==> config.mk <==
export PLATFORM = sky130hd
export DESIGN_NAME = rtc_calendar
export DESIGN_NICKNAME = d
export VERILOG_FILES = /design/src/rtl/rtc_calendar.v /design/src/rtl/rtc_i2c_port.v
export VERILOG_INCLUDE_DIRS = /design/src /design/src/rtl
export SDC_FILE = /design/constraint.sdc
export NUM_CORES = 1
export LEC_CHECK = 0
export ABC_AREA = 1
export BUFFER_PORTS_ARGS = -buffer_cell sky130_fd_sc_hd__buf_2
export CORE_ASPECT_RATIO = 0.9
export CORE_MARGIN = 1.5
export CORE_UTILIZATION = 40
export CTS_BUF_LIST = sky130_fd_sc_hd__clkbuf_8 sky130_fd_sc_hd__clkbuf_16
export DETAILED_ROUTE_END_ITERATION = 12
export PLACE_DENSITY_LB_ADDON = 0.08
export SKIP_CTS_REPAIR_TIMING = 1
export SYNTH_ARGS = -nofsm -noshare
export SYNTH_HDL_FRONTEND = slang
export SYNTH_SLANG_ARGS = --single-unit
==> constraint.sdc <==
create_clock -name mclk -period 2.81 [get_ports mclk]
set_input_delay 0.281 -clock mclk [delete_from_list [all_inputs] [get_ports mclk]]
set_output_delay 0.281 -clock mclk [all_outputs]
set_load 0.005 [all_outputs]
==> src/rtl/rtc_defines.vh <==
`ifndef RTC_DEFINES_VH
`define RTC_DEFINES_VH

// Seven-bit bus address; the read and write forms are A3h and A2h.
`define RTC_I2C_ADDR 7'h51

// Register offsets, as seen through the byte pointer.
`define RTC_REG_SEC 4'h2
`define RTC_REG_MIN 4'h3
`define RTC_REG_HOUR 4'h4
`define RTC_REG_DAY 4'h5
`define RTC_REG_WDAY 4'h6
`define RTC_REG_MON 4'h7
`define RTC_REG_YEAR 4'h8

// Field layout.
`define RTC_LOST_BIT 7
`define RTC_CENT_BIT 7
`define RTC_SEC_MASK 8'h7F
`define RTC_MIN_MASK 8'h7F
`define RTC_HOUR_MASK 8'h3F
`define RTC_DAY_MASK 8'h3F
`define RTC_WDAY_MASK 8'h07
`define RTC_MON_MASK 8'h1F
`define RTC_YEAR_MASK 8'hFF

// Counter limits and calendar constants, in BCD.
`define RTC_SEC_MAX 8'h59
`define RTC_MIN_MAX 8'h59
`define RTC_HOUR_MAX 8'h23
`define RTC_WDAY_MAX 8'h06
`define RTC_MON_MAX 8'h12
`define RTC_YEAR_MAX 8'h99
`define RTC_ZERO 8'h00
`define RTC_FIRST 8'h01
`define RTC_FEB 8'h02
`define RTC_APR 8'h04
`define RTC_JUN 8'h06
`define RTC_SEP 8'h09
`define RTC_NOV 8'h11
`define RTC_DAYS_28 8'h28
`define RTC_DAYS_29 8'h29
`define RTC_DAYS_30 8'h30
`define RTC_DAYS_31 8'h31
`define RTC_UNIT_NINE 4'h9

// Reset values applied by the rst input.
`define RTC_RST_LOST 1'b1
`define RTC_RST_TIME 8'h00
`define RTC_RST_DATE 8'h01
`define RTC_RST_CENT 1'b0

// Bit counter limits in the serial port.
`define RTC_BITS_BYTE 4'h8
`define RTC_BITS_LAST 4'h7

`endif

==> src/rtl/rtc_calendar.v <==
`include "rtc_defines.vh"
`default_nettype none

module rtc_calendar (
    input wire mclk,
    input wire rst,
    input wire osc_1hz,
    input wire scl_in,
    input wire sda_in,
    output wire sda_out,
    output wire sda_oe_n,
    output reg time_frozen
);
    reg scl_meta;
    reg scl_s;
    reg sda_meta;
    reg sda_s;
    reg osc_meta;
    reg osc_s;
    reg osc_d;

    reg integrity_lost_flag;
    reg [7:0] sec;
    reg [7:0] min;
    reg [7:0] hour;
    reg [7:0] day;
    reg [7:0] wday;
    reg [7:0] mon;
    reg cent;
    reg [7:0] year;
    reg tick_pending;

    reg next_integrity_lost_flag;
    reg [7:0] next_sec;
    reg [7:0] next_min;
    reg [7:0] next_hour;
    reg [7:0] next_day;
    reg [7:0] next_wday;
    reg [7:0] next_mon;
    reg next_cent;
    reg [7:0] next_year;
    reg [7:0] rd_data;

    wire [3:0] reg_ptr;
    wire [3:0] wr_addr;
    wire [7:0] wr_data;
    wire wr_stb;
    wire busy;

    // Only one edge per oscillator period is taken, so a wide tick pulse
    // from the slow domain still counts as a single second.
    wire tick = osc_s & ~osc_d;
    wire advance = (tick | tick_pending) & ~busy;

    // The pin only ever pulls low; release lets the bus pull-up win.
    assign sda_out = 1'b0;

    function [7:0] bcd_inc;
        input [7:0] v;
        begin
            if (v[3:0] == `RTC_UNIT_NINE) begin
                bcd_inc = {v[7:4] + 4'h1, 4'h0};
            end else begin
                bcd_inc = {v[7:4], v[3:0] + 4'h1};
            end
        end
    endfunction

    // A two-digit BCD year is a multiple of four when an even tens digit
    // meets units 0, 4 or 8, or an odd tens digit meets units 2 or 6.
    function leap_year;
        input [7:0] y;
        begin
            if (y[4] == 1'b0) begin
                leap_year = (y[3:0] == 4'h0) || (y[3:0] == 4'h4) || (y[3:0] == 4'h8);
            end else begin
                leap_year = (y[3:0] == 4'h2) || (y[3:0] == 4'h6);
            end
        end
    endfunction

    function [7:0] last_day;
        input [7:0] m;
        input [7:0] y;
        begin
            if (m == `RTC_FEB) begin
                last_day = leap_year(y) ? `RTC_DAYS_29 : `RTC_DAYS_28;
            end else if (m == `RTC_APR || m == `RTC_JUN || m == `RTC_SEP
                         || m == `RTC_NOV) begin
                last_day = `RTC_DAYS_30;
            end else begin
                last_day = `RTC_DAYS_31;
            end
        end
    endfunction

    always @(posedge mclk) begin
        if (rst) begin
            scl_meta <= 1'b1;
            scl_s <= 1'b1;
            sda_meta <= 1'b1;
            sda_s <= 1'b1;
            osc_meta <= 1'b0;
            osc_s <= 1'b0;
            osc_d <= 1'b0;
        end else begin
            scl_meta <= scl_in;
            scl_s <= scl_meta;
            sda_meta <= sda_in;
            sda_s <= sda_meta;
            osc_meta <= osc_1hz;
            osc_s <= osc_meta;
            osc_d <= osc_s;
        end
    end

    rtc_i2c_port #(
        .DEV_ADDR(`RTC_I2C_ADDR)
    ) u_port (
        .mclk(mclk),
        .rst(rst),
        .scl_s(scl_s),
        .sda_s(sda_s),
        .rd_data(rd_data),
        .reg_ptr(reg_ptr),
        .wr_addr(wr_addr),
        .wr_data(wr_data),
        .wr_stb(wr_stb),
        .busy(busy),
        .sda_oe_n(sda_oe_n)
    );

    // Registers outside the time and date set read as zero here.
    always @* begin
        case (reg_ptr)
            `RTC_REG_SEC: rd_data = {integrity_lost_flag, sec[6:0]};
            `RTC_REG_MIN: rd_data = min & `RTC_MIN_MASK;
            `RTC_REG_HOUR: rd_data = hour & `RTC_HOUR_MASK;
            `RTC_REG_DAY: rd_data = day & `RTC_DAY_MASK;
            `RTC_REG_WDAY: rd_data = wday & `RTC_WDAY_MASK;
            `RTC_REG_MON: rd_data = {cent, mon[6:0]};
            `RTC_REG_YEAR: rd_data = year & `RTC_YEAR_MASK;
            default: rd_data = 8'h00;
        endcase
    end

    always @* begin
        next_integrity_lost_flag = integrity_lost_flag;
        next_sec = sec;
        next_min = min;
        next_hour = hour;
        next_day = day;
        next_wday = wday;
        next_mon = mon;
        next_cent = cent;
        next_year = year;
        if (advance) begin
            if (sec == `RTC_SEC_MAX) begin
                next_sec = `RTC_ZERO;
                if (min == `RTC_MIN_MAX) begin
                    next_min = `RTC_ZERO;
                    if (hour == `RTC_HOUR_MAX) begin
                        next_hour = `RTC_ZERO;
                        if (wday == `RTC_WDAY_MAX) begin
                            next_wday = `RTC_ZERO;
                        end else begin
                            next_wday = wday + 8'h01;
                        end
                        if (day == last_day(mon, year)) begin
                            next_day = `RTC_FIRST;
                            if (mon == `RTC_MON_MAX) begin
                                next_mon = `RTC_FIRST;
                                if (year == `RTC_YEAR_MAX) begin
                                    next_year = `RTC_ZERO;
                                    next_cent = ~cent;
                                end else begin
                                    next_year = bcd_inc(year);
                                end
                            end else begin
                                next_mon = bcd_inc(mon);
                            end
                        end else begin
                            next_day = bcd_inc(day);
                        end
                    end else begin
                        next_hour = bcd_inc(hour);
                    end
                end else begin
                    next_min = bcd_inc(min);
                end
            end else begin
                next_sec = bcd_inc(sec);
            end
        end
        // Writes only happen while the counters are frozen, so they never
        // collide with an increment in the same cycle.
        if (wr_stb) begin
            case (wr_addr)
                `RTC_REG_SEC: begin
                    next_integrity_lost_flag = wr_data[`RTC_LOST_BIT];
                    next_sec = wr_data & `RTC_SEC_MASK;
                end
                `RTC_REG_MIN: next_min = wr_data & `RTC_MIN_MASK;
                `RTC_REG_HOUR: next_hour = wr_data & `RTC_HOUR_MASK;
                `RTC_REG_DAY: next_day = wr_data & `RTC_DAY_MASK;
                `RTC_REG_WDAY: next_wday = wr_data & `RTC_WDAY_MASK;
                `RTC_REG_MON: begin
                    next_cent = wr_data[`RTC_CENT_BIT];
                    next_mon = wr_data & `RTC_MON_MASK;
                end
                `RTC_REG_YEAR: next_year = wr_data & `RTC_YEAR_MASK;
                default: next_sec = next_sec;
            endcase
        end
    end

    always @(posedge mclk) begin
        if (rst) begin
            integrity_lost_flag <= `RTC_RST_LOST;
            sec <= `RTC_RST_TIME;
            min <= `RTC_RST_TIME;
            hour <= `RTC_RST_TIME;
            day <= `RTC_RST_DATE;
            wday <= `RTC_RST_TIME;
            mon <= `RTC_RST_DATE;
            cent <= `RTC_RST_CENT;
            year <= `RTC_RST_TIME;
            tick_pending <= 1'b0;
            time_frozen <= 1'b0;
        end else begin
            integrity_lost_flag <= next_integrity_lost_flag;
            sec <= next_sec;
            min <= next_min;
            hour <= next_hour;
            day <= next_day;
            wday <= next_wday;
            mon <= next_mon;
            cent <= next_cent;
            year <= next_year;
            time_frozen <= busy;
            // A tick during the freeze is held, and only one is kept: an
            // access longer than a second loses the extra seconds.
            if (tick & busy) begin
                tick_pending <= 1'b1;
            end else if (advance) begin
                tick_pending <= 1'b0;
            end
        end
    end
endmodule

`default_nettype wire

==> src/rtl/rtc_i2c_port.v <==
`include "rtc_defines.vh"
`default_nettype none

module rtc_i2c_port #(
    parameter [6:0] DEV_ADDR = `RTC_I2C_ADDR
) (
    input wire mclk,
    input wire rst,
    input wire scl_s,
    input wire sda_s,
    input wire [7:0] rd_data,
    output reg [3:0] reg_ptr,
    output reg [3:0] wr_addr,
    output reg [7:0] wr_data,
    output reg wr_stb,
    output reg busy,
    output reg sda_oe_n
);
    localparam [5:0] ST_IDLE = 6'h01;
    localparam [5:0] ST_ADDR = 6'h02;
    localparam [5:0] ST_ACK = 6'h04;
    localparam [5:0] ST_WBYTE = 6'h08;
    localparam [5:0] ST_RBYTE = 6'h10;
    localparam [5:0] ST_MACK = 6'h20;

    reg [5:0] state;
    reg [7:0] shreg;
    reg [3:0] bitcnt;
    reg scl_d;
    reg sda_d;
    reg rw;
    reg ptr_phase;
    reg nack;

    wire scl_rise = scl_s & ~scl_d;
    wire scl_fall = ~scl_s & scl_d;
    wire bus_start = scl_s & scl_d & sda_d & ~sda_s;
    wire bus_stop = scl_s & scl_d & ~sda_d & sda_s;

    always @(posedge mclk) begin
        if (rst) begin
            state <= ST_IDLE;
            shreg <= 8'h00;
            bitcnt <= 4'h0;
            scl_d <= 1'b1;
            sda_d <= 1'b1;
            rw <= 1'b0;
            ptr_phase <= 1'b0;
            nack <= 1'b0;
            reg_ptr <= 4'h0;
            wr_addr <= 4'h0;
            wr_data <= 8'h00;
            wr_stb <= 1'b0;
            busy <= 1'b0;
            sda_oe_n <= 1'b1;
        end else begin
            scl_d <= scl_s;
            sda_d <= sda_s;
            wr_stb <= 1'b0;
            if (bus_stop) begin
                state <= ST_IDLE;
                busy <= 1'b0;
                sda_oe_n <= 1'b1;
            end else if (bus_start) begin
                // A repeated start keeps the freeze so a pointer write and
                // the following burst read stay one consistent snapshot.
                state <= ST_ADDR;
                bitcnt <= 4'h0;
                sda_oe_n <= 1'b1;
            end else begin
                case (state)
                    ST_ADDR: begin
                        if (scl_rise) begin
                            shreg <= {shreg[6:0], sda_s};
                            bitcnt <= bitcnt + 4'h1;
                        end else if (scl_fall && bitcnt == `RTC_BITS_BYTE) begin
                            if (shreg[7:1] == DEV_ADDR) begin
                                state <= ST_ACK;
                                sda_oe_n <= 1'b0;
                                rw <= shreg[0];
                                ptr_phase <= ~shreg[0];
                                busy <= 1'b1;
                            end else begin
                                state <= ST_IDLE;
                                busy <= 1'b0;
                            end
                        end
                    end
                    ST_ACK: begin
                        if (scl_fall) begin
                            bitcnt <= 4'h0;
                            if (rw) begin
                                shreg <= rd_data;
                                sda_oe_n <= rd_data[7];
                                state <= ST_RBYTE;
                            end else begin
                                sda_oe_n <= 1'b1;
                                state <= ST_WBYTE;
                            end
                        end
                    end
                    ST_WBYTE: begin
                        if (scl_rise) begin
                            shreg <= {shreg[6:0], sda_s};
                            bitcnt <= bitcnt + 4'h1;
                        end else if (scl_fall && bitcnt == `RTC_BITS_BYTE) begin
                            if (ptr_phase) begin
                                reg_ptr <= shreg[3:0];
                                ptr_phase <= 1'b0;
                            end else begin
                                wr_stb <= 1'b1;
                                wr_addr <= reg_ptr;
                                wr_data <= shreg;
                                reg_ptr <= reg_ptr + 4'h1;
                            end
                            state <= ST_ACK;
                            sda_oe_n <= 1'b0;
                        end
                    end
                    ST_RBYTE: begin
                        if (scl_fall) begin
                            if (bitcnt == `RTC_BITS_LAST) begin
                                sda_oe_n <= 1'b1;
                                reg_ptr <= reg_ptr + 4'h1;
                                state <= ST_MACK;
                            end else begin
                                shreg <= {shreg[6:0], 1'b0};
                                sda_oe_n <= shreg[6];
                                bitcnt <= bitcnt + 4'h1;
                            end
                        end
                    end
                    ST_MACK: begin
                        if (scl_rise) begin
                            nack <= sda_s;
                        end else if (scl_fall) begin
                            if (nack) begin
                                state <= ST_IDLE;
                            end else begin
                                shreg <= rd_data;
                                sda_oe_n <= rd_data[7];
                                bitcnt <= 4'h0;
                                state <= ST_RBYTE;
                            end
                        end
                    end
                    default: begin
                        state <= ST_IDLE;
                    end
                endcase
            end
        end
    end
endmodule

`default_nettype wire

==> results.sh, run 1 <==
export IMPL_die_width_um=138
export IMPL_grt_total_usage_pct=23.8
export IMPL_antenna_found_initial=0
export IMPL_via_count=6221
export IMPL_tritoncts_num_buffers=9
export IMPL_finalWeightedCongestion=0.919
export IMPL_asyncSetResetFlopFracSynth_pct=0
export IMPL_critPathTopFamily="simple AND/OR/NAND/NOR gates"
export IMPL_hold_worst_slack_ns=0.0919
export IMPL_drt_pre_antenna_iters=7
export IMPL_initial_core_util_pct=40.8
export IMPL_fin_worst_skew_ns=0.00842
export IMPL_clk_pin_slew_worst_paths_ns=0.08
export IMPL_critical_path_endpoint_type="flip-flop"
export IMPL_yosysUniqueCellTypes=58
export IMPL_clock_root_buffer="sky130_fd_sc_hd__clkbuf_16"
export IMPL_hp_class="in -> reg"
export IMPL_synth_ff_latch_count=109
export IMPL_vias_per_cell=5.29
export IMPL_post_synth_cell_area_avg_um2=6.84
export IMPL_antennaDiodeCount=0
export IMPL_ys_warn_count=0
export IMPL_timing_slew_headroom_pct=54.8
export IMPL_yosys_most_used_dff="sky130_fd_sc_hd__dfxtp_1"
export IMPL_final_setup_viol_count=0
export IMPL_dpl_instance_area_mm2=0.00681
export IMPL_worst_slew_pin_slew_ns=0.675
export IMPL_gr_total_overflow=0
export IMPL_fin_cells=1177
export IMPL_pleak_nw=3.09
export IMPL_critical_path_buf_inv_count=2
export IMPL_post_route_min_period_ns=2.32
export IMPL_commonest_cells_after_routing_fill_and_taps_aside="158 x sky130_fd_sc_hd__inv_1, 141 x sky130_fd_sc_hd__nand2_1, 109 x sky130_fd_sc_hd__dfxtp_1, 105 x sky130_fd_sc_hd__nor2_1, 77 x sky130_fd_sc_hd__nand3_1"
export IMPL_die_height_um=124
export IMPL_critical_path_cell_chain="inv_1 -> ha_1 -> nand2_1 -> nor2_1 -> nand3_2 -> nor2_1 -> nand2_2 -> inv_1 -> nand3_1 -> nand2_1 -> nand2_1 -> nor2_1 -> nor2_1"
export IMPL_grt_pass1_wl_um=31200
export IMPL_drc=0
export IMPL_crit_path_max_fanout=13
export IMPL_cell_area_after_synthesis_mm2=0.00655
export IMPL_ant_nets=0
export IMPL_drive_gt1_share_pct=9.28
export IMPL_grt_setup_unrepaired="false"
export IMPL_status="finished, final reports clean"
export IMPL_pwr_density_cell_mw_per_mm2=425
export IMPL_drv_slew=0
export IMPL_mappedNetlistNets=991
export IMPL_placementRows=44
export IMPL_layout_area_overhead_vs_synth_pct=8.71
export IMPL_worst_path_arrival_ns=2.58
export IMPL_synth_seq_area_share_pct=33.3
export IMPL_vdd_ir_drop_worst_mv=0.279
export IMPL_pin_count=8
export IMPL_slowest_stage="sky130_fd_sc_hd__dfxtp_1"
export IMPL_clock_path_buffers=2
export IMPL_detailedRoute_firstIterationViolations=593
export IMPL_grt_pass1_vias=5637
export IMPL_critical_path_startpoint_type="flip-flop"
export IMPL_cp_data_required_time_ns=3.07
export IMPL_number_of_hold_slack_violations_in_the_final_timing_report=0
export IMPL_layout_commonest_cell="sky130_fd_sc_hd__inv_1"
export IMPL_drt_wirelength_per_cell_um=16.6
export IMPL_finish_instance_area_mm2=0.00712
export IMPL_fmax_ghz=0.432
export IMPL_number_of_enable_type_register_cells_in_the_synthesized_netlist=0
export IMPL_worstSkewPairLatency_ns=0.37
export IMPL_drv_cap=0
export IMPL_tritoncts_clock_tree="yes"
export IMPL_layout_fillers=1690
export IMPL_final_net_count=998
export IMPL_maximum_level_of_the_cts_h_tree=3
export IMPL_routed_wirelength_um=19600
export IMPL_number_of_sinks_driven_by_the_clock_tree=109
export IMPL_slowest_delay_ns=0.33
export IMPL_grt_max_degree=25
export IMPL_design_die_area_mm2=0.0172
export IMPL_share_of_the_clock_period_used_by_the_worst_path_pct=82.4
export IMPL_setup_tns_final_ns=0
export IMPL_dp_final_hpwl_um=15400
export IMPL_path_class="reg -> reg"
export IMPL_core_area_mm2=0.0161
export IMPL_place_detailed_instances=1161
export IMPL_most_frequent_cell_on_critical_path="sky130_fd_sc_hd__nor2_1"
export IMPL_port_buffer_count=6
export IMPL_netlist_instances=958
-- worst paths after layout --
check / startpoint / endpoint / slack, ns / depth (start not counted)
worst max-delay path: hour[4]$_SDFF_PP0_ / year[5]$_SDFF_PP0_ / 0.49 / 13
worst min-delay path: scl_in / scl_meta$_SDFF_PP1_ / 0.09 / 2
worst max register to register: hour[4]$_SDFF_PP0_ / year[5]$_SDFF_PP0_ / 0.49 / 13
worst min register to register: osc_meta$_SDFF_PP0_ / osc_s$_SDFF_PP0_ / 0.41 / 2
-- metrics by stage --
step / worst slack (ns) / utilization, % / power [mW]
after global placement: 0.530 / 42.3 / 1.68
after CTS: 0.526 / 44.3 / 3.05
after global routing: 0.265 / 44.3 / 3.12
after detailed placement: 0.542 / 42.3 / 1.68
final: 0.493 / 44.3 / 3.02
after floorplan: 1.02 / - / 1.65
-- worst reg2reg max path, cell delays in order (launching register included) --
cell	delay, ns
sky130_fd_sc_hd__dfxtp_1	0.33
sky130_fd_sc_hd__inv_1	0.15
sky130_fd_sc_hd__ha_1	0.19
sky130_fd_sc_hd__nand2_1	0.05
sky130_fd_sc_hd__nor2_1	0.13
sky130_fd_sc_hd__nand3_2	0.22
sky130_fd_sc_hd__nor2_1	0.19
sky130_fd_sc_hd__nand2_2	0.23
sky130_fd_sc_hd__inv_1	0.29
sky130_fd_sc_hd__nand3_1	0.15
sky130_fd_sc_hd__nand2_1	0.09
sky130_fd_sc_hd__nand2_1	0.05
sky130_fd_sc_hd__nor2_1	0.11
sky130_fd_sc_hd__nor2_1	0.05
-- synthesized netlist by cell type, drive strengths merged, types with 3 or more instances --
library cell | count | area share (%)
inv | 171 | 9.8
a31oi | 4 | 0.38
a211oi | 6 | 0.69
or2 | 7 | 0.67
nand3 | 83 | 6.9
o221ai | 3 | 0.40
nor2 | 119 | 7.9
o21ai | 75 | 5.8
o22ai | 17 | 1.6
nor3 | 27 | 2.5
nand2 | 153 | 9.2
a311oi | 3 | 0.40
dfxtp | 109 | 33
nand3b | 3 | 0.34
clkbuf | 11 | 0.63
ha | 28 | 5.3
a22oi | 13 | 1.5
o31ai | 3 | 0.34
xor2 | 10 | 1.3
a21oi | 65 | 5.1
nand4 | 13 | 1.5
buf | 6 | 0.69
nor4 | 7 | 0.99
-- report_power, final --
group | switching (mW) | internal, mW | leakage [nW]
Clock | 0.667 | 0.717 | 0.155
Combinational | 0.0623 | 0.0222 | 2.05
Sequential | 0.00520 | 1.55 | 0.880
Total | 0.735 | 2.29 | 3.09
-- per-layer routing --
layer | part of all wire [%] | wire length (µm) | global-route usage, %
met1 | 53 | 10300 | 38.3
met2 | 40 | 7790 | 32.3
met3 | 6.4 | 1260 | 3.83
met4 | 1.1 | 222 | 5.33
met5 | 0 | 0 | 0
-- cells by family after synthesis --
family | after synthesis | share of synthesized area (%)
buffers and inverters | 189 | 11.2
flip-flops | 109 | 33.3
AND/OR/NAND/NOR | 417 | 30.6
other | 1 | 0.0572
XOR/XNOR | 12 | 1.60
AO/OA/AOI/OAI | 202 | 17.9
adder cells (fa/ha/maj) | 28 | 5.35
-- sequential cells by signal (all words and copies together), names as in the netlist, 4 cells and up --
register and cells:
u_port.wr_data 8, hour 8, u_port.state 6, mon 8, u_port.reg_ptr 4, year 8, sec 8, u_port.bitcnt 4
u_port.shreg 8, wday 8, min 8, day 8, u_port.wr_addr 4
-- area by class of cell --
class	instances	area, µm²	area share [%]
Clock buffer	9	225	3.16
Clock inverter	7	90.1	1.26
Inverter	172	646	9.06
Multi-Input combinational cell	660	3640	51.1
Sequential cell	109	2180	30.6
Tap cell	207	259	3.64
Timing Repair Buffer	13	82.6	1.16
Note: power is estimated with default switching activity, not from simulation.
==> run 2: changes to the inputs <==
==> constraint.sdc (replaced) <==
create_clock -name mclk -period 2.1 [get_ports mclk]
set_input_delay 0.21 -clock mclk [delete_from_list [all_inputs] [get_ports mclk]]
set_output_delay 0.21 -clock mclk [all_outputs]
set_load 0.005 [all_outputs]
==> run 2 against run 1 <==
  * Hold slack worse by 0.064 ns
  * Via count is 5.0% higher
  * Routed wire length is 5.7% higher
  * Die area stayed put
  * Combinational power is 47% higher
  * Worst setup slack worse by 0.39 ns
  * Clock skew is 0.0033 ns lower
  * Critical endpoint is now year[6]$_SDFF_PP0_
  * Largest cell class unchanged
==> results.sh, run 2 (same netlist as run 1, synthesis figures left out) <==
export IMPL_pwr_share_clk_pct=43.2
export IMPL_dp_final_hpwl_um=15900
export IMPL_clock_path_buffers=2
export IMPL_antenna_found_initial=0
export IMPL_setup_reg_to_reg_worst_slack_ns=0.11
export IMPL_critical_path_endpoint_type="flip-flop"
export IMPL_drv_cap=0
export IMPL_timing_slew_headroom_pct=60.6
export IMPL_final_setup_viol_count=0
export IMPL_vdd_ir_drop_worst_mv=0.365
export IMPL_number_of_sinks_driven_by_the_clock_tree=109
export IMPL_final_net_count=1046
export IMPL_power_total_mw=3.88
export IMPL_pleak_nw=3.33
export IMPL_placementRows=44
export IMPL_post_route_min_period_ns=1.99
export IMPL_fmax_ghz=0.501
export IMPL_commonest_cells_after_routing_fill_and_taps_aside="152 x sky130_fd_sc_hd__inv_1, 141 x sky130_fd_sc_hd__nand2_1, 105 x sky130_fd_sc_hd__dfxtp_1, 99 x sky130_fd_sc_hd__nor2_1, 70 x sky130_fd_sc_hd__nand3_1"
export IMPL_netSwitchingFraction_pct=24.1
export IMPL_worstSkewPairLatency_ns=0.36
export IMPL_layout_area_overhead_vs_synth_pct=15.8
export IMPL_grt_pass1_vias=5858
export IMPL_crit_path_max_fanout=5
export IMPL_path_class="reg -> reg"
export IMPL_drv_slew=0
export IMPL_finalWeightedCongestion=0.906
export IMPL_die_height_um=124
export IMPL_drc=0
export IMPL_layout_commonest_cell="sky130_fd_sc_hd__inv_1"
export IMPL_antennaDiodeCount=0
export IMPL_routed_wirelength_um=20700
export IMPL_grt_pass1_wl_um=32200
export IMPL_tritoncts_num_buffers=9
export IMPL_drt_wirelength_per_cell_um=16.9
export IMPL_pwr_density_cell_mw_per_mm2=512
export IMPL_initial_core_util_pct=40.8
export IMPL_hold_worst_slack_ns=0.0280
export IMPL_die_width_um=138
export IMPL_status="finished, final reports clean"
export IMPL_ant_nets=0
export IMPL_share_of_the_clock_period_used_by_the_worst_path_pct=95.0
export IMPL_vias_per_cell=5.33
export IMPL_hp_class="in -> reg"
export IMPL_critical_path_startpoint_type="flip-flop"
export IMPL_clock_root_buffer="sky130_fd_sc_hd__clkbuf_16"
export IMPL_detailedRoute_firstIterationViolations=688
export IMPL_seqPwrFrac_pct=53.6
export IMPL_power_share_combinational_pct=3.2
export IMPL_cp_data_required_time_ns=2.41
export IMPL_drive_gt1_share_pct=16.4
export IMPL_worst_path_arrival_ns=2.30
export IMPL_tritoncts_clock_tree="yes"
export IMPL_clk_pin_slew_worst_paths_ns=0.07
export IMPL_grt_max_degree=24
export IMPL_design_die_area_mm2=0.0172
export IMPL_maximum_level_of_the_cts_h_tree=3
export IMPL_port_buffer_count=6
export IMPL_fin_worst_skew_ns=0.00515
export IMPL_gr_total_overflow=0
export IMPL_worst_slew_pin_slew_ns=0.590
export IMPL_p_int_mw=2.95
export IMPL_pin_count=8
export IMPL_switchingPower_uw=934
export IMPL_core_area_mm2=0.0161
export IMPL_number_of_hold_slack_violations_in_the_final_timing_report=0
export IMPL_via_count=6534
export IMPL_grt_total_usage_pct=24.5
export IMPL_drt_pre_antenna_iters=5
## run 2: cell types whose count changed in the layout (fill, tap and decap cells not counted), sizes merged
cell,change
inv,-3
clkbuf,+1
nor2,+2
bufinv,-1
clkinvlp,+2
clkinv,+1
buf,+46
## run 2: worst paths after layout
| path | from | endpoint | cells after the start |
|---|---|---|---|
| max | sec[5]$_SDFF_PP0_ | year[6]$_SDFF_PP0_ | 15 |
| min | sda_in | sda_meta$_SDFF_PP1_ | 2 |
| max reg2reg | sec[5]$_SDFF_PP0_ | year[6]$_SDFF_PP0_ | 15 |
| min reg2reg | osc_meta$_SDFF_PP0_ | osc_s$_SDFF_PP0_ | 2 |
## run 2: stage by stage
stage / cells / setup TNS, ns / instance area (µm²) / setup slack [ns] / utilization (%)
after CTS: 1216 / -0.0208 / 7380 / -0.0208 / 45.9
after detailed placement: 1200 / -0.00553 / 7100 / -0.00553 / 44.2
after global routing: 1225 / -0.220 / 7590 / -0.0482 / 47.2
final: 1225 / 0 / 7590 / 0.105 / 47.2
after global placement: 1200 / 0 / 7100 / 0.0631 / 44.2
after floorplan: 958 / 0 / 6550 / 0.310 / -
## run 2: worst max-delay path: stages (launching register included)
cell and delay [ns]:
sky130_fd_sc_hd__dfxtp_1 0.36, sky130_fd_sc_hd__inv_2 0.09, sky130_fd_sc_hd__ha_1 0.16, sky130_fd_sc_hd__nand3_2 0.12, sky130_fd_sc_hd__nor2_4 0.11, sky130_fd_sc_hd__nand2_1 0.05
sky130_fd_sc_hd__inv_1 0.08, sky130_fd_sc_hd__nand2_1 0.11, sky130_fd_sc_hd__nor3_4 0.24, sky130_fd_sc_hd__inv_2 0.08, sky130_fd_sc_hd__nor2_4 0.17, sky130_fd_sc_hd__buf_4 0.14
sky130_fd_sc_hd__nand3b_1 0.07, sky130_fd_sc_hd__nand3_1 0.08, sky130_fd_sc_hd__nand2_1 0.05, sky130_fd_sc_hd__inv_1 0.04
## run 2: layer usage
metal	GRT usage, %	wire length [µm]	vias up
li1	-	-	3282
met4	4.17	180	0
met2	35.3	8590	214
met5	0	0	-
met3	4.44	1230	14
met1	38.1	10700	3024
## run 2: layout make-up
cell class | count | area [µm²]
fill | 1652 | 8490
multi-input combinational | 662 | 3790
sequential | 109 | 2190
inverter | 172 | 648
timing repair buffer | 59 | 428
tap | 207 | 259
clock buffer | 10 | 239
clock inverter | 6 | 37.5
## run 2: power by group through the flow
stage	Sequential, mW	Clock (mW)	Combinational [mW]
3_5_place_dp	2.13	0	0.118
2_1_floorplan	2.13	0	0.0763
4_1_cts	2.08	1.70	0.119
3_3_place_gp	2.13	0	0.119
6_report	2.08	1.68	0.124
5_1_grt	2.08	1.78	0.137
==> run 3: changes to the inputs <==
--- a/config.mk
+++ b/config.mk
@@ -10,7 +10,7 @@
 export BUFFER_PORTS_ARGS = -buffer_cell sky130_fd_sc_hd__buf_2
 export CORE_ASPECT_RATIO = 0.9
 export CORE_MARGIN = 1.5
-export CORE_UTILIZATION = 40
+export CORE_UTILIZATION = 50
 export CTS_BUF_LIST = sky130_fd_sc_hd__clkbuf_8 sky130_fd_sc_hd__clkbuf_16
 export DETAILED_ROUTE_END_ITERATION = 12
 export PLACE_DENSITY_LB_ADDON = 0.08
==> run 3 against run 2 <==
  * First-iteration DRC count grew 7.4%
  * Worst setup slack improved by 0.024 ns
  * Sequential share of layout area is 0.45 points higher
  * Global-route usage increased by 3.9 points
  * Critical path depth fell by 1
  * Critical endpoint is now year[3]$_SDFF_PP0_
==> results.sh, run 3 (same netlist as run 1, synthesis figures left out) <==
export IMPL_path_class="reg -> reg"
export IMPL_commonest_cells_after_routing_fill_and_taps_aside="154 x sky130_fd_sc_hd__inv_1, 141 x sky130_fd_sc_hd__nand2_1, 104 x sky130_fd_sc_hd__dfxtp_1, 98 x sky130_fd_sc_hd__nor2_1, 75 x sky130_fd_sc_hd__nand3_1"
export IMPL_core_area_mm2=0.0127
export IMPL_die_width_um=124
export IMPL_p_int_mw=2.99
export IMPL_switchingPower_uw=928
export IMPL_power_total_mw=3.92
export IMPL_power_share_combinational_pct=3.1
export IMPL_port_buffer_count=6
export IMPL_drv_slew=0
export IMPL_grt_max_degree=25
export IMPL_finish_instance_area_mm2=0.00748
export IMPL_ant_nets=0
export IMPL_tritoncts_num_buffers=9
export IMPL_worst_slew_pin_slew_ns=0.538
export IMPL_final_setup_viol_count=0
export IMPL_design_die_area_mm2=0.0138
export IMPL_hold_worst_slack_ns=0.0276
export IMPL_hold_depth=2
export IMPL_vdd_ir_drop_worst_mv=0.386
export IMPL_seqPwrFrac_pct=53.1
export IMPL_clock_path_buffers=2
export IMPL_final_net_count=1040
export IMPL_pleak_nw=3.29
export IMPL_netSwitchingFraction_pct=23.7
export IMPL_finalWeightedCongestion=0.933
export IMPL_critical_path_buf_inv_count=4
export IMPL_timing_slew_headroom_pct=64.0
export IMPL_drc=0
export IMPL_worstSkewPairLatency_ns=0.36
export IMPL_grt_setup_unrepaired="true"
export IMPL_drt_wirelength_per_cell_um=16.3
export IMPL_timing_final_ws_setup_ns=0.129
export IMPL_clock_root_buffer="sky130_fd_sc_hd__clkbuf_16"
export IMPL_critical_path_endpoint_type="flip-flop"
export IMPL_pwr_share_clk_pct=43.9
export IMPL_detail_route_wirelength_met1_um=9560
export IMPL_maximum_level_of_the_cts_h_tree=3
export IMPL_crit_path_max_fanout=5
export IMPL_critPathTopFamily="simple AND/OR/NAND/NOR gates"
export IMPL_dr_max_layer_used="met4"
export IMPL_layout_area_overhead_vs_synth_pct=14.1
export IMPL_clk_pin_slew_worst_paths_ns=0.07
export IMPL_pwr_density_cell_mw_per_mm2=525
export IMPL_grt_pass1_vias=5606
export IMPL_layout_commonest_cell="sky130_fd_sc_hd__inv_1"
export IMPL_critical_path_cell_chain="inv_2 -> ha_1 -> nand2_1 -> inv_1 -> nand2_1 -> nand2_1 -> a21oi_4 -> nand3_4 -> nor2_4 -> inv_1 -> nand2_1 -> nand3_1 -> nand2_1 -> inv_1"
export IMPL_critical_path_startpoint_type="flip-flop"
export IMPL_drive_gt1_share_pct=15.1
export IMPL_drv_cap=0
export IMPL_worstSetupPathDepth=14
export IMPL_die_height_um=112
export IMPL_grt_pass1_wl_um=30000
export IMPL_initial_core_util_pct=51.4
export IMPL_pin_count=8
export IMPL_drt_pre_antenna_iters=6
export IMPL_wl_met2_um=7800
export IMPL_tritoncts_clock_tree="yes"
export IMPL_most_frequent_cell_on_critical_path="sky130_fd_sc_hd__nand2_1"
export IMPL_dpl_instance_area_mm2=0.00697
export IMPL_number_of_sinks_driven_by_the_clock_tree=109
export IMPL_rr_worst_depth=14
export IMPL_met3WireLength_um=1510
export IMPL_placementRows=39
export IMPL_via_count=6593
export IMPL_dp_final_hpwl_um=14700
export IMPL_worst_path_arrival_ns=2.23
export IMPL_status="finished, final reports clean"
export IMPL_grt_total_usage_pct=28.4
export IMPL_pre_cts_setup_slack_ns=0.0597
export IMPL_slowest_stage="sky130_fd_sc_hd__dfxtp_2"
export IMPL_cp_data_required_time_ns=2.36
export IMPL_hp_class="in -> reg"
export IMPL_antennaDiodeCount=0
export IMPL_detailedRoute_firstIterationViolations=739
export IMPL_vias_per_cell=5.61
export IMPL_post_route_min_period_ns=1.97
export IMPL_antenna_found_initial=0
export IMPL_share_of_the_clock_period_used_by_the_worst_path_pct=93.9
export IMPL_fin_worst_skew_ns=0.00907
export IMPL_gr_total_overflow=0
export IMPL_slowest_delay_ns=0.35
export IMPL_routed_wirelength_um=19200
export IMPL_fmax_ghz=0.507
export IMPL_number_of_hold_slack_violations_in_the_final_timing_report=0
==> run 3: stage by stage <==
| step | util [%] | cells | setup TNS [ns] |
|---|---|---|---|
| detailed placement | 54.7 | 1147 | 0 |
| global route | 58.7 | 1176 | -0.0485 |
| floorplan | - | 958 | 0 |
| CTS | 57.1 | 1163 | 0 |
| finish | 58.7 | 1176 | 0 |
| global placement | 54.7 | 1147 | 0 |
==> run 3: power by group through the flow <==
stage / Combinational [mW] / Sequential, mW / Clock, mW
6_report: 0.121 / 2.08 / 1.72
3_5_place_dp: 0.116 / 2.13 / 0
2_1_floorplan: 0.0763 / 2.13 / 0
3_3_place_gp: 0.116 / 2.13 / 0
4_1_cts: 0.116 / 2.08 / 1.75
5_1_grt: 0.134 / 2.08 / 1.83
==> run 3: final timing paths <==
check	start	endpoint	slack [ns]
setup / recovery	mon[4]$_SDFF_PP0_	year[3]$_SDFF_PP0_	0.13
hold / removal	scl_in	scl_meta$_SDFF_PP1_	0.03
setup reg to reg	mon[4]$_SDFF_PP0_	year[3]$_SDFF_PP0_	0.13
hold reg to reg	sda_meta$_SDFF_PP1_	sda_s$_SDFF_PP1_	0.41
==> run 3: worst register-to-register path, delay by kind of cell (launching register included) <==
family                     cells  cell delay (ns)
AOI/OAI and AO/OA              1             0.22
adders and majority gates      1             0.19
buffers and inverters          4             0.28
DFF                            1             0.35
and+or+nand+nor                8             0.85
==> run 3: routing by layer <==
layer / track usage (%) / up-vias
li1: - / 3269
met2: 39.4 / 249
met5: 0 / -
met4: 6.51 / 0
met1: 44.7 / 3048
met3: 5.38 / 27
==> run 3: area by class of cell <==
type	count	area (µm²)
Clock buffer	11	253
Clock inverter	5	43.8
Fill cell	1260	5260
Inverter	172	651
Multi-Input combinational cell	663	3760
Sequential cell	109	2190
Tap cell	164	205
Timing Repair Buffer	52	379
